$ cat src/hw/pmon_regs_pkg.sv
// Package for the power monitor register side: offsets, status bit
// positions, reset values and widths.
// Assumes a single 40 MHz system clock and a 16-bit register data path.
package pmon_regs_pkg;

  // ---------------------------------------------------------------
  // Widths
  // ---------------------------------------------------------------
  localparam int DATA_W = 16;
  localparam int ADDR_W = 16;
  localparam int NUM_CH = 2;

  // ---------------------------------------------------------------
  // Register offsets (byte addresses, word registers on even offsets)
  // ---------------------------------------------------------------
  localparam logic [15:0] POINTER_READ_OFF = 16'h0000;
  localparam logic [15:0] STATUS_OFF = 16'h0002;
  localparam logic [15:0] COEF_OFF = 16'h00FA;
  localparam logic [15:0] RANGE_OFF = 16'h00FC;
  localparam logic [15:0] NO_LOAD_OFF = 16'h00FE;

  // ---------------------------------------------------------------
  // Reset values
  // ---------------------------------------------------------------
  localparam logic [15:0] POINTER_RST = 16'h0000;
  localparam logic [15:0] COEF_RST = 16'h0000;
  localparam logic [15:0] RANGE_RST = 16'h0000;
  localparam logic [15:0] NO_LOAD_RST = 16'h0000;
  localparam logic [15:0] READ_ZERO = 16'h0000;

  // ---------------------------------------------------------------
  // Status word bit positions
  // ---------------------------------------------------------------
  localparam int MAINS_FAIL_BIT = 12;
  localparam int SECOND_TRIG_BIT = 11;
  localparam int FIRST_TRIG_BIT = 10;
  localparam int SWELL_BIT = 1;
  localparam int DIP_BIT = 0;
  // Per channel positions, index 0 is channel 1, index 1 is channel 2
  localparam int POW_LIMIT_BIT [NUM_CH] = '{3, 9};
  localparam int CUR_LIMIT_BIT [NUM_CH] = '{2, 8};
  localparam int REACT_SIGN_BIT [NUM_CH] = '{5, 7};
  localparam int ACT_SIGN_BIT [NUM_CH] = '{4, 6};
  // Latched flags, cleared only by an explicit clear
  localparam logic [15:0] LATCHED_MASK = 16'h0C03;
  localparam logic [15:0] STATUS_RST = 16'h0000;

endpackage

$ cat src/hw/system_state_word.sv
// System status word builder with live and latched flag bits.
// Assumes engine inputs are synchronous to clock_i; clear comes from
// the host path as a per-bit mask strobe.
`timescale 1ns/10ps
`default_nettype none

module system_state_word
  import pmon_regs_pkg::*;
(
  // Clock and reset
  input wire logic clock_i,
  input wire logic sys_rst_i,
  // Engine status inputs
  input wire logic mains_detect_fail_i,
  input wire logic second_trigger_i,
  input wire logic first_trigger_i,
  input wire logic line_swell_i,
  input wire logic line_dip_i,
  input wire logic [NUM_CH-1:0] power_limit_i,
  input wire logic [NUM_CH-1:0] current_limit_i,
  input wire logic [NUM_CH-1:0] reactive_sign_i,
  input wire logic [NUM_CH-1:0] active_sign_i,
  // Host clear request
  input wire logic flag_clear_i,
  input wire logic [DATA_W-1:0] flag_clear_mask_i,
  // Status word
  output logic [DATA_W-1:0] status_o
);

  logic [DATA_W-1:0] set_vec;
  logic [DATA_W-1:0] clr_vec;
  logic [DATA_W-1:0] live_next;
  logic [DATA_W-1:0] latch_reg;
  logic [DATA_W-1:0] latch_next;
  logic [DATA_W-1:0] live_reg;

  // ---------------------------------------------------------------
  // Per channel live bits
  // ---------------------------------------------------------------
  logic [DATA_W-1:0] ch_bits [NUM_CH];

  genvar ch;
  generate
    for (ch = 0; ch < NUM_CH; ch++) begin : g_ch
      // Channel bit placement
      always_comb begin
        ch_bits[ch] = '0;
        ch_bits[ch][POW_LIMIT_BIT[ch]] = power_limit_i[ch];
        ch_bits[ch][CUR_LIMIT_BIT[ch]] = current_limit_i[ch];
        ch_bits[ch][REACT_SIGN_BIT[ch]] = reactive_sign_i[ch];
        ch_bits[ch][ACT_SIGN_BIT[ch]] = active_sign_i[ch];
      end
    end
  endgenerate

  // ---------------------------------------------------------------
  // Next values
  // ---------------------------------------------------------------
  always_comb begin
    live_next = ch_bits[0] | ch_bits[1];
    live_next[MAINS_FAIL_BIT] = mains_detect_fail_i;
    set_vec = '0;
    set_vec[SECOND_TRIG_BIT] = second_trigger_i;
    set_vec[FIRST_TRIG_BIT] = first_trigger_i;
    set_vec[SWELL_BIT] = line_swell_i;
    set_vec[DIP_BIT] = line_dip_i;
    clr_vec = flag_clear_i ? (flag_clear_mask_i & LATCHED_MASK) : '0;
    latch_next = ((latch_reg & ~clr_vec) | set_vec) & LATCHED_MASK;
  end

  // Register stage
  always_ff @(posedge clock_i) begin
    if (sys_rst_i) begin
      live_reg <= STATUS_RST;
      latch_reg <= STATUS_RST;
    end else begin
      live_reg <= live_next;
      latch_reg <= latch_next;
    end
  end

  assign status_o = (live_reg & ~LATCHED_MASK) | latch_reg;

endmodule

`default_nettype wire

$ cat src/hw/power_monitor_status_regs.sv
// Register side of a dual channel power monitor: address pointer,
// frequency compensation and no-load registers, and the status word.
// Assumes an upstream command decoder that turns serial frames into
// single-cycle set-pointer, read, write and clear strobes.
// Answers come one cycle after a strobe; a read or write in the cycle
// of a set-pointer still uses the old pointer.
//
// Behaviour
// - 16-bit pointer addresses every read and write
// - Pointer changes only by set-pointer command
// - Status word ignores host writes
// - Status bits 15 to 13 read zero
// - Bit 12 shows mains detection failure
// - Bit 11 latches second trigger event
// - Bit 10 latches first trigger event
// - Bit 9 shows channel 2 power limit
// - Bit 8 shows channel 2 current limit
// - Bit 7 shows channel 2 reactive sign
// - Bit 6 shows channel 2 active sign
// - No-load threshold register at 0x00FE
// - Compensation coefficient and range registers
// - Bit 1 latches line swell
// - Bit 0 latches line dip
// - Bits 3 and 2 channel 1 limits
// - Bits 5 and 4 channel 1 signs
`timescale 1ns/10ps
`default_nettype none

module power_monitor_status_regs
  import pmon_regs_pkg::*;
#(
  parameter logic [DATA_W-1:0] NO_LOAD_RESET = NO_LOAD_RST
)
(
  // Clock and reset
  input wire logic clock_i,
  input wire logic sys_rst_i,
  // Set-pointer command
  input wire logic set_ptr_i,
  input wire logic [ADDR_W-1:0] ptr_data_i,
  // Register read command
  input wire logic rd_req_i,
  // Register write command
  input wire logic wr_req_i,
  input wire logic [DATA_W-1:0] wr_data_i,
  // Latched flag clear command
  input wire logic flag_clear_i,
  input wire logic [DATA_W-1:0] flag_clear_mask_i,
  // Engine status inputs
  input wire logic mains_detect_fail_i,
  input wire logic second_trigger_flag_i,
  input wire logic first_trigger_flag_i,
  input wire logic line_swell_flag_i,
  input wire logic line_dip_flag_i,
  input wire logic ch1_power_limit_flag_i,
  input wire logic ch2_power_limit_flag_i,
  input wire logic ch1_current_limit_flag_i,
  input wire logic ch2_current_limit_flag_i,
  input wire logic ch1_reactive_sign_i,
  input wire logic ch2_reactive_sign_i,
  input wire logic ch1_active_sign_i,
  input wire logic ch2_active_sign_i,
  // Read answer
  output logic rd_valid_o,
  output logic rd_err_o,
  output logic [DATA_W-1:0] rd_data_o,
  // Write answer
  output logic wr_done_o,
  output logic wr_err_o,
  // Register contents to the engine
  output logic [ADDR_W-1:0] register_target_pointer_o,
  output logic [DATA_W-1:0] current_rms_gain_freq_comp_coef_o,
  output logic [DATA_W-1:0] current_rms_gain_freq_comp_range_o,
  output logic [DATA_W-1:0] no_load_threshold_o,
  output logic [DATA_W-1:0] system_state_word_o
);

  // ---------------------------------------------------------------
  // Declarations
  // ---------------------------------------------------------------
  // Pointer and register file state
  logic [ADDR_W-1:0] pointer_reg;
  logic [ADDR_W-1:0] pointer_next;
  logic [DATA_W-1:0] coef_reg;
  logic [DATA_W-1:0] coef_next;
  logic [DATA_W-1:0] range_reg;
  logic [DATA_W-1:0] range_next;
  logic [DATA_W-1:0] no_load_reg;
  logic [DATA_W-1:0] no_load_next;

  // Status word from the flag builder
  logic [DATA_W-1:0] status_word;

  // Read and write answer state
  logic [DATA_W-1:0] rd_data_reg;
  logic [DATA_W-1:0] rd_data_next;
  logic rd_valid_reg;
  logic rd_valid_next;
  logic rd_err_reg;
  logic rd_err_next;
  logic wr_done_reg;
  logic wr_done_next;
  logic wr_err_reg;
  logic wr_err_next;

  // Address decode results
  logic hit_coef;
  logic hit_range;
  logic hit_no_load;
  logic hit_status;
  logic hit_ptr_read;
  logic wr_ok;
  logic [DATA_W-1:0] read_mux;
  logic read_mapped;

  // ---------------------------------------------------------------
  // Status word
  // ---------------------------------------------------------------
  system_state_word u_status (
    // Clock and reset
    .clock_i(clock_i),
    .sys_rst_i(sys_rst_i),
    // Engine status inputs
    .mains_detect_fail_i(mains_detect_fail_i),
    .second_trigger_i(second_trigger_flag_i),
    .first_trigger_i(first_trigger_flag_i),
    .line_swell_i(line_swell_flag_i),
    .line_dip_i(line_dip_flag_i),
    .power_limit_i({ch2_power_limit_flag_i, ch1_power_limit_flag_i}),
    .current_limit_i({ch2_current_limit_flag_i, ch1_current_limit_flag_i}),
    .reactive_sign_i({ch2_reactive_sign_i, ch1_reactive_sign_i}),
    .active_sign_i({ch2_active_sign_i, ch1_active_sign_i}),
    // Host clear and status word
    .flag_clear_i(flag_clear_i),
    .flag_clear_mask_i(flag_clear_mask_i),
    .status_o(status_word)
  );

  // ---------------------------------------------------------------
  // Address decode
  // ---------------------------------------------------------------

  always_comb begin
    // Writable registers
    hit_coef = (pointer_reg == COEF_OFF);
    hit_range = (pointer_reg == RANGE_OFF);
    hit_no_load = (pointer_reg == NO_LOAD_OFF);
    // Read-only places
    hit_status = (pointer_reg == STATUS_OFF);
    hit_ptr_read = (pointer_reg == POINTER_READ_OFF);
  end

  // Writable targets only
  // read-only places excluded
  assign wr_ok = hit_coef | hit_range | hit_no_load;

  // ---------------------------------------------------------------
  // Address pointer
  // ---------------------------------------------------------------

  // Next pointer value
  always_comb begin
    pointer_next = pointer_reg;
    if (set_ptr_i) begin
      pointer_next = ptr_data_i;
    end
  end

  // Pointer register
  always_ff @(posedge clock_i) begin
    if (sys_rst_i) begin
      pointer_reg <= POINTER_RST;
    end else begin
      pointer_reg <= pointer_next;
    end
  end

  // ---------------------------------------------------------------
  // Compensation and no-load registers
  // ---------------------------------------------------------------

  // Next register values from the write path
  // Refused writes leave registers unchanged
  always_comb begin
    coef_next = coef_reg;
    range_next = range_reg;
    no_load_next = no_load_reg;
    if (wr_req_i) begin
      if (hit_coef) begin
        coef_next = wr_data_i;
      end
      if (hit_range) begin
        range_next = wr_data_i;
      end
      if (hit_no_load) begin
        no_load_next = wr_data_i;
      end
    end
  end

  // Register stage
  always_ff @(posedge clock_i) begin
    if (sys_rst_i) begin
      coef_reg <= COEF_RST;
      range_reg <= RANGE_RST;
      no_load_reg <= NO_LOAD_RESET;
    end else begin
      coef_reg <= coef_next;
      range_reg <= range_next;
      no_load_reg <= no_load_next;
    end
  end

  // ---------------------------------------------------------------
  // Read path
  // ---------------------------------------------------------------

  // Read data select
  always_comb begin
    read_mux = READ_ZERO;
    read_mapped = 1'b1;
    if (hit_coef) begin
      read_mux = coef_reg;
    end else if (hit_range) begin
      read_mux = range_reg;
    end else if (hit_no_load) begin
      read_mux = no_load_reg;
    end else if (hit_status) begin
      read_mux = status_word;
    end else if (hit_ptr_read) begin
      read_mux = pointer_reg;
    end else begin
      read_mapped = 1'b0; // Unmapped reads as zero
    end
  end

  // Read answer next values
  always_comb begin
    // One answer pulse per request
    rd_valid_next = rd_req_i;
    rd_err_next = rd_req_i & ~read_mapped;
    // Read data holds until the next read
    rd_data_next = rd_data_reg;
    if (rd_req_i) begin
      rd_data_next = read_mux;
    end
  end

  // ---------------------------------------------------------------
  // Write answer
  // ---------------------------------------------------------------

  // Write answer next values
  always_comb begin
    wr_done_next = wr_req_i;
    wr_err_next = wr_req_i & ~wr_ok;
  end

  // Answer registers
  always_ff @(posedge clock_i) begin
    if (sys_rst_i) begin
      rd_valid_reg <= 1'b0;
      rd_err_reg <= 1'b0;
      rd_data_reg <= READ_ZERO;
      wr_done_reg <= 1'b0;
      wr_err_reg <= 1'b0;
    end else begin
      rd_valid_reg <= rd_valid_next;
      rd_err_reg <= rd_err_next;
      rd_data_reg <= rd_data_next;
      wr_done_reg <= wr_done_next;
      wr_err_reg <= wr_err_next;
    end
  end

  // ---------------------------------------------------------------
  // Outputs
  // ---------------------------------------------------------------
  // Answer pulses and read data
  assign rd_valid_o = rd_valid_reg;
  assign rd_err_o = rd_err_reg;
  assign rd_data_o = rd_data_reg;
  assign wr_done_o = wr_done_reg;
  assign wr_err_o = wr_err_reg;

  // Register contents to the engine
  assign register_target_pointer_o = pointer_reg;
  assign current_rms_gain_freq_comp_coef_o = coef_reg;
  assign current_rms_gain_freq_comp_range_o = range_reg;
  assign no_load_threshold_o = no_load_reg;
  assign system_state_word_o = status_word;

endmodule

`default_nettype wire

$ cat config.mk
export PLATFORM = sky130hd
export DESIGN_NAME = power_monitor_status_regs
export DESIGN_NICKNAME = d
export VERILOG_FILES = /design/src/hw/pmon_regs_pkg.sv /design/src/hw/system_state_word.sv /design/src/hw/power_monitor_status_regs.sv
export SDC_FILE = /design/constraint.sdc
export NUM_CORES = 1
export LEC_CHECK = 0
export CORE_ASPECT_RATIO = 1.4
export CORE_UTILIZATION = 68
export CTS_CLUSTER_SIZE = 24
export DETAILED_ROUTE_END_ITERATION = 8
export DONT_BUFFER_PORTS = 1
export PLACE_DENSITY = 0.84
export SLEW_MARGIN = 5
export SYNTH_ARGS = -nofsm -noshare
export SYNTH_HDL_FRONTEND = slang
export SYNTH_SLANG_ARGS = --single-unit
$ cat constraint.sdc
create_clock -name clock_i -period 5.5 [get_ports clock_i]
set_clock_uncertainty 0.2 [all_clocks]
set_input_delay 0 -clock clock_i [delete_from_list [all_inputs] [get_ports clock_i]]
set_output_delay 0 -clock clock_i [all_outputs]
set_load 0.05 [all_outputs]
==> summary.md <==
| Metric | Value |
|---|---|
| All-Layer GR Usage | 42.0% |
| Vias in the first global route | 4188 |
| Worst path bufs/invs | 2 |
| First drt pass iteration count | 6 |
| Hold Violations, Final | 0 |
| XOR/XNOR Fraction of Synth Area | 0% |
| Yosys reg bits | 97 |
| EDFF count, synth | 0 |
| Internal power | 1.06 mW |
| Vias | 4358 |
| Worst endpoint data arrival time | 4070 ps |
| Hold crit path type | primary input to register |
| Port bufs | 0 |
| Post-Syn Area | 0.00429 mm^2 |
| Vias per cell | 6.95 |
| Required @ worst endpoint | 5610 ps |
| Post-Synth Simple-Gate Area | 22.9% |
| Sequential area share after synthesis | 45.3% |
| Top FF cell, synth | dfxtp_1 |
| Period utilisation layout | 72.2% |
| Die Ht | 96.0 um |
| Pwr dens | 286 mW/mm^2 |
| Initial detailed-routing violation count | 514 |
| Max-slew headroom | 31.1% |
| IO Pins | 167 |
| Sw Share | 28.6% |
| Cell mode on critical path | dlygate4sd3_1 |
| Hold WS | 40.8 ps |
| Maximum clock insertion buffer count | 2 |
| Max incr delay on CP | 940 ps |
| H-tree level count | 3 |
| Status | finished, final reports clean |
| Max capacitance violation total | 0 |
| Slew @ Worst Pin | 1030 ps |
| Final Max Tran Viols | 0 |
| Net Sw Power | 423 uW |
| Cell family with most CP delay | simple AND/OR/NAND/NOR gates |
| Flop pwr share | 54.3% |
| Synth top area cells | dfxtp_1 (45%), o21ai_0 (7.2%), a21oi_1 (6.3%), nand3_1 (5.6%), nor2_1 (4.1%) |
| Final wirelength | 14.3 mm |
| Cell Chain, Critical Path | and4bb_2 > and4_2 > a31oi_1 > dlygate4sd3_1 > nor3_1 > dlygate4sd3_1 |
| Type of origin of the critical path | register |
| # fillers | 327 |
| Largest area contributor in the netlist | dfxtp_1 |
| CTS tree | built |
| LEAKAGE | 1.75 nW |
| Die Area | 0.00664 mm^2 |
| Hpwl dp | 7.52 mm |
| Asr flop ratio synth | 0% |
| Crit. End Element | register |
| Max Freq | 252 MHz |
| Core area | 0.00599 mm^2 |
| CP Class | register to register |
| Area Overhead vs Synth | 20.4% |
| Logic pwr share | 10.4% |
| Cell count after synthesis | 514 |
| Reg clk slew, reported paths | 100 ps |
| Synth Area in Compound Gates | 22.0% |
| Post-CTS Setup Bufs | 0 |
| DRC errors left | 0 |
| Minimum clock period | 3970 ps |
| Count leader, synth | dfxtp_1 |
| Die Wd | 69.1 um |
| Antenna violations before repair | 1 |
| Wire length per cell | 22.9 um |
| R2R Setup Slk | 1530 ps |
| Peak VDD IR | 0.000194 V |
| Largest family of logic cells by synthesized area | simple AND/OR/NAND/NOR gates |
| Share of layout cells above drive strength 1 | 6.47% |
| GR Overflow Total | 0 |
| RePlAce Congestion | 0.923 |
| Yosys warns | 0 |
| Max FO, Critical Path | 55 |
| Root Driver | clkbuf_8 |
| Adder-Cell Fraction of Synth Area | 0% |
| Avg Inst Size Synth | 8.35 um^2 |
| Cts bufs inserted | 9 |
| Clock insertion delay at the later pin of the skew report | 370 ps |
| Largest net degree at the start of global routing | 96 |
| Nets | 619 |
| Initial Utilization | 71.7% |
| RSZ-0062 raised after global routing | false |
| Synth cell count leaders | dfxtp_1 (97), o21ai_0 (62), a21oi_1 (54), nand3_1 (48), nor2_1 (47) |
| Detail Route Antenna Nets | 0 |
| Slowest-stage cell, CP | and4_2 |
| Clock power frac | 35.3% |
| # clock sinks | 97 |
| Setup TNS | 0 ps |
| First-pass GRT wire length | 21.6 mm |
| Site row count | 33 |
| # setup viols final | 0 |
| Yosys top cell area share | 45.3% |
| Mux cell area share after synthesis | 3.73% |
| Unique masters post-synth | 38 |
## per-layer routing
| layer | vias up | track usage (%) | share of wire, % |
|---|---|---|---|
| li1 | 1886 | - | - |
| met1 | 2074 | 44.6 | 33 |
| met2 | 312 | 72.8 | 50 |
| met3 | 86 | 11.7 | 9.6 |
| met4 | 0 | 28.9 | 6.8 |
| met5 | - | 0 | 0 |
## final timing paths
path                                                                    startpoint                                            endpoint  cells past startpoint
worst max-delay path                     register_target_pointer_o[6]$_SDFFE_PP0P_                          rd_data_o[15]$_SDFFE_PP0P_                      6
worst min-delay path                                                      rd_req_i                           rd_data_o[1]$_SDFFE_PP0P_                      3
worst max register to register           register_target_pointer_o[6]$_SDFFE_PP0P_                          rd_data_o[15]$_SDFFE_PP0P_                      6
worst min register to register  current_rms_gain_freq_comp_range_o[7]$_SDFFE_PP0P_  current_rms_gain_freq_comp_range_o[7]$_SDFFE_PP0P_                      2
## layout make-up
class	count	area, um^2	area share (%)
well taps	70	87.6	1.70
diodes	1	2.50	0.0484
clock inverters	4	76.3	1.48
flip-flops and latches	97	1940	37.6
repair buffers	79	811	15.7
multi-input cells	363	2100	40.6
inverters	2	7.51	0.145
clock buffers	11	141	2.74
## cell families (layout without fill, tap and decap cells)
group                  count (synthesis)  count (layout)
AND/OR/NAND/NOR                      192             192
AO/OA/AOI/OAI                        152             152
flip-flops                            97              97
buffers and inverters                 56              96
multiplexers                          16              16
other                                  1               4
## worst reg2reg max path, stage by stage (launching register included)
cell,delay [ps]
dfxtp_1,770
and4bb_2,380
and4_2,940
a31oi_1,210
dlygate4sd3_1,620
nor3_1,200
dlygate4sd3_1,590
## power by group through the flow
stage	combinational (mW)	sequential [mW]	clock (mW)
6_report	0.153	0.804	0.522
3_3_place_gp	0.0733	0.817	0
3_5_place_dp	0.0761	0.818	0
5_1_grt	0.163	0.805	0.548
2_1_floorplan	0.0823	0.813	0
4_1_cts	0.143	0.801	0.512
## placed cells by master, fill, tap and decap left out, drive strengths merged
master,n
a22o,3
nand2b,3
clkbuf,11
a21oi,54
buf,5
a211oi,12
bufinv,2
inv,3
clkinvlp,1
nand3,49
nor4,2
diode,1
and3,2
and4,1
nor2b,18
nand4,1
and4bb,1
o32a,13
nor3,16
nand2,34
and2,3
dlygate4sd3,74
o21a,2
nor2,47
a41oi,1
o22ai,1
a31oi,3
o2111ai,1
mux2i,16
o21ai,62
and4b,3
conb,3
dfxtp,97
nand3b,12
## through the flow
step	total power [mW]	instances	utilization (%)	setup WS, ps	instance area, um^2
floorplan	0.895	516	-	3400	4300
global placement	0.891	535	69.4	2870	4160
detailed placement	0.894	535	69.4	2830	4160
CTS	1.46	626	86.2	1780	5160
global route	1.52	627	86.3	1430	5170
finish	1.48	627	86.3	1530	5170
## timing repair
action / 4_1_cts / 5_1_grt
hold buffers: 76 / 0
endpoints found under the hold margin: 97 / 0
resized for setup: 0 / 0
No activity file was read; power rests on OpenSTA's default activity.
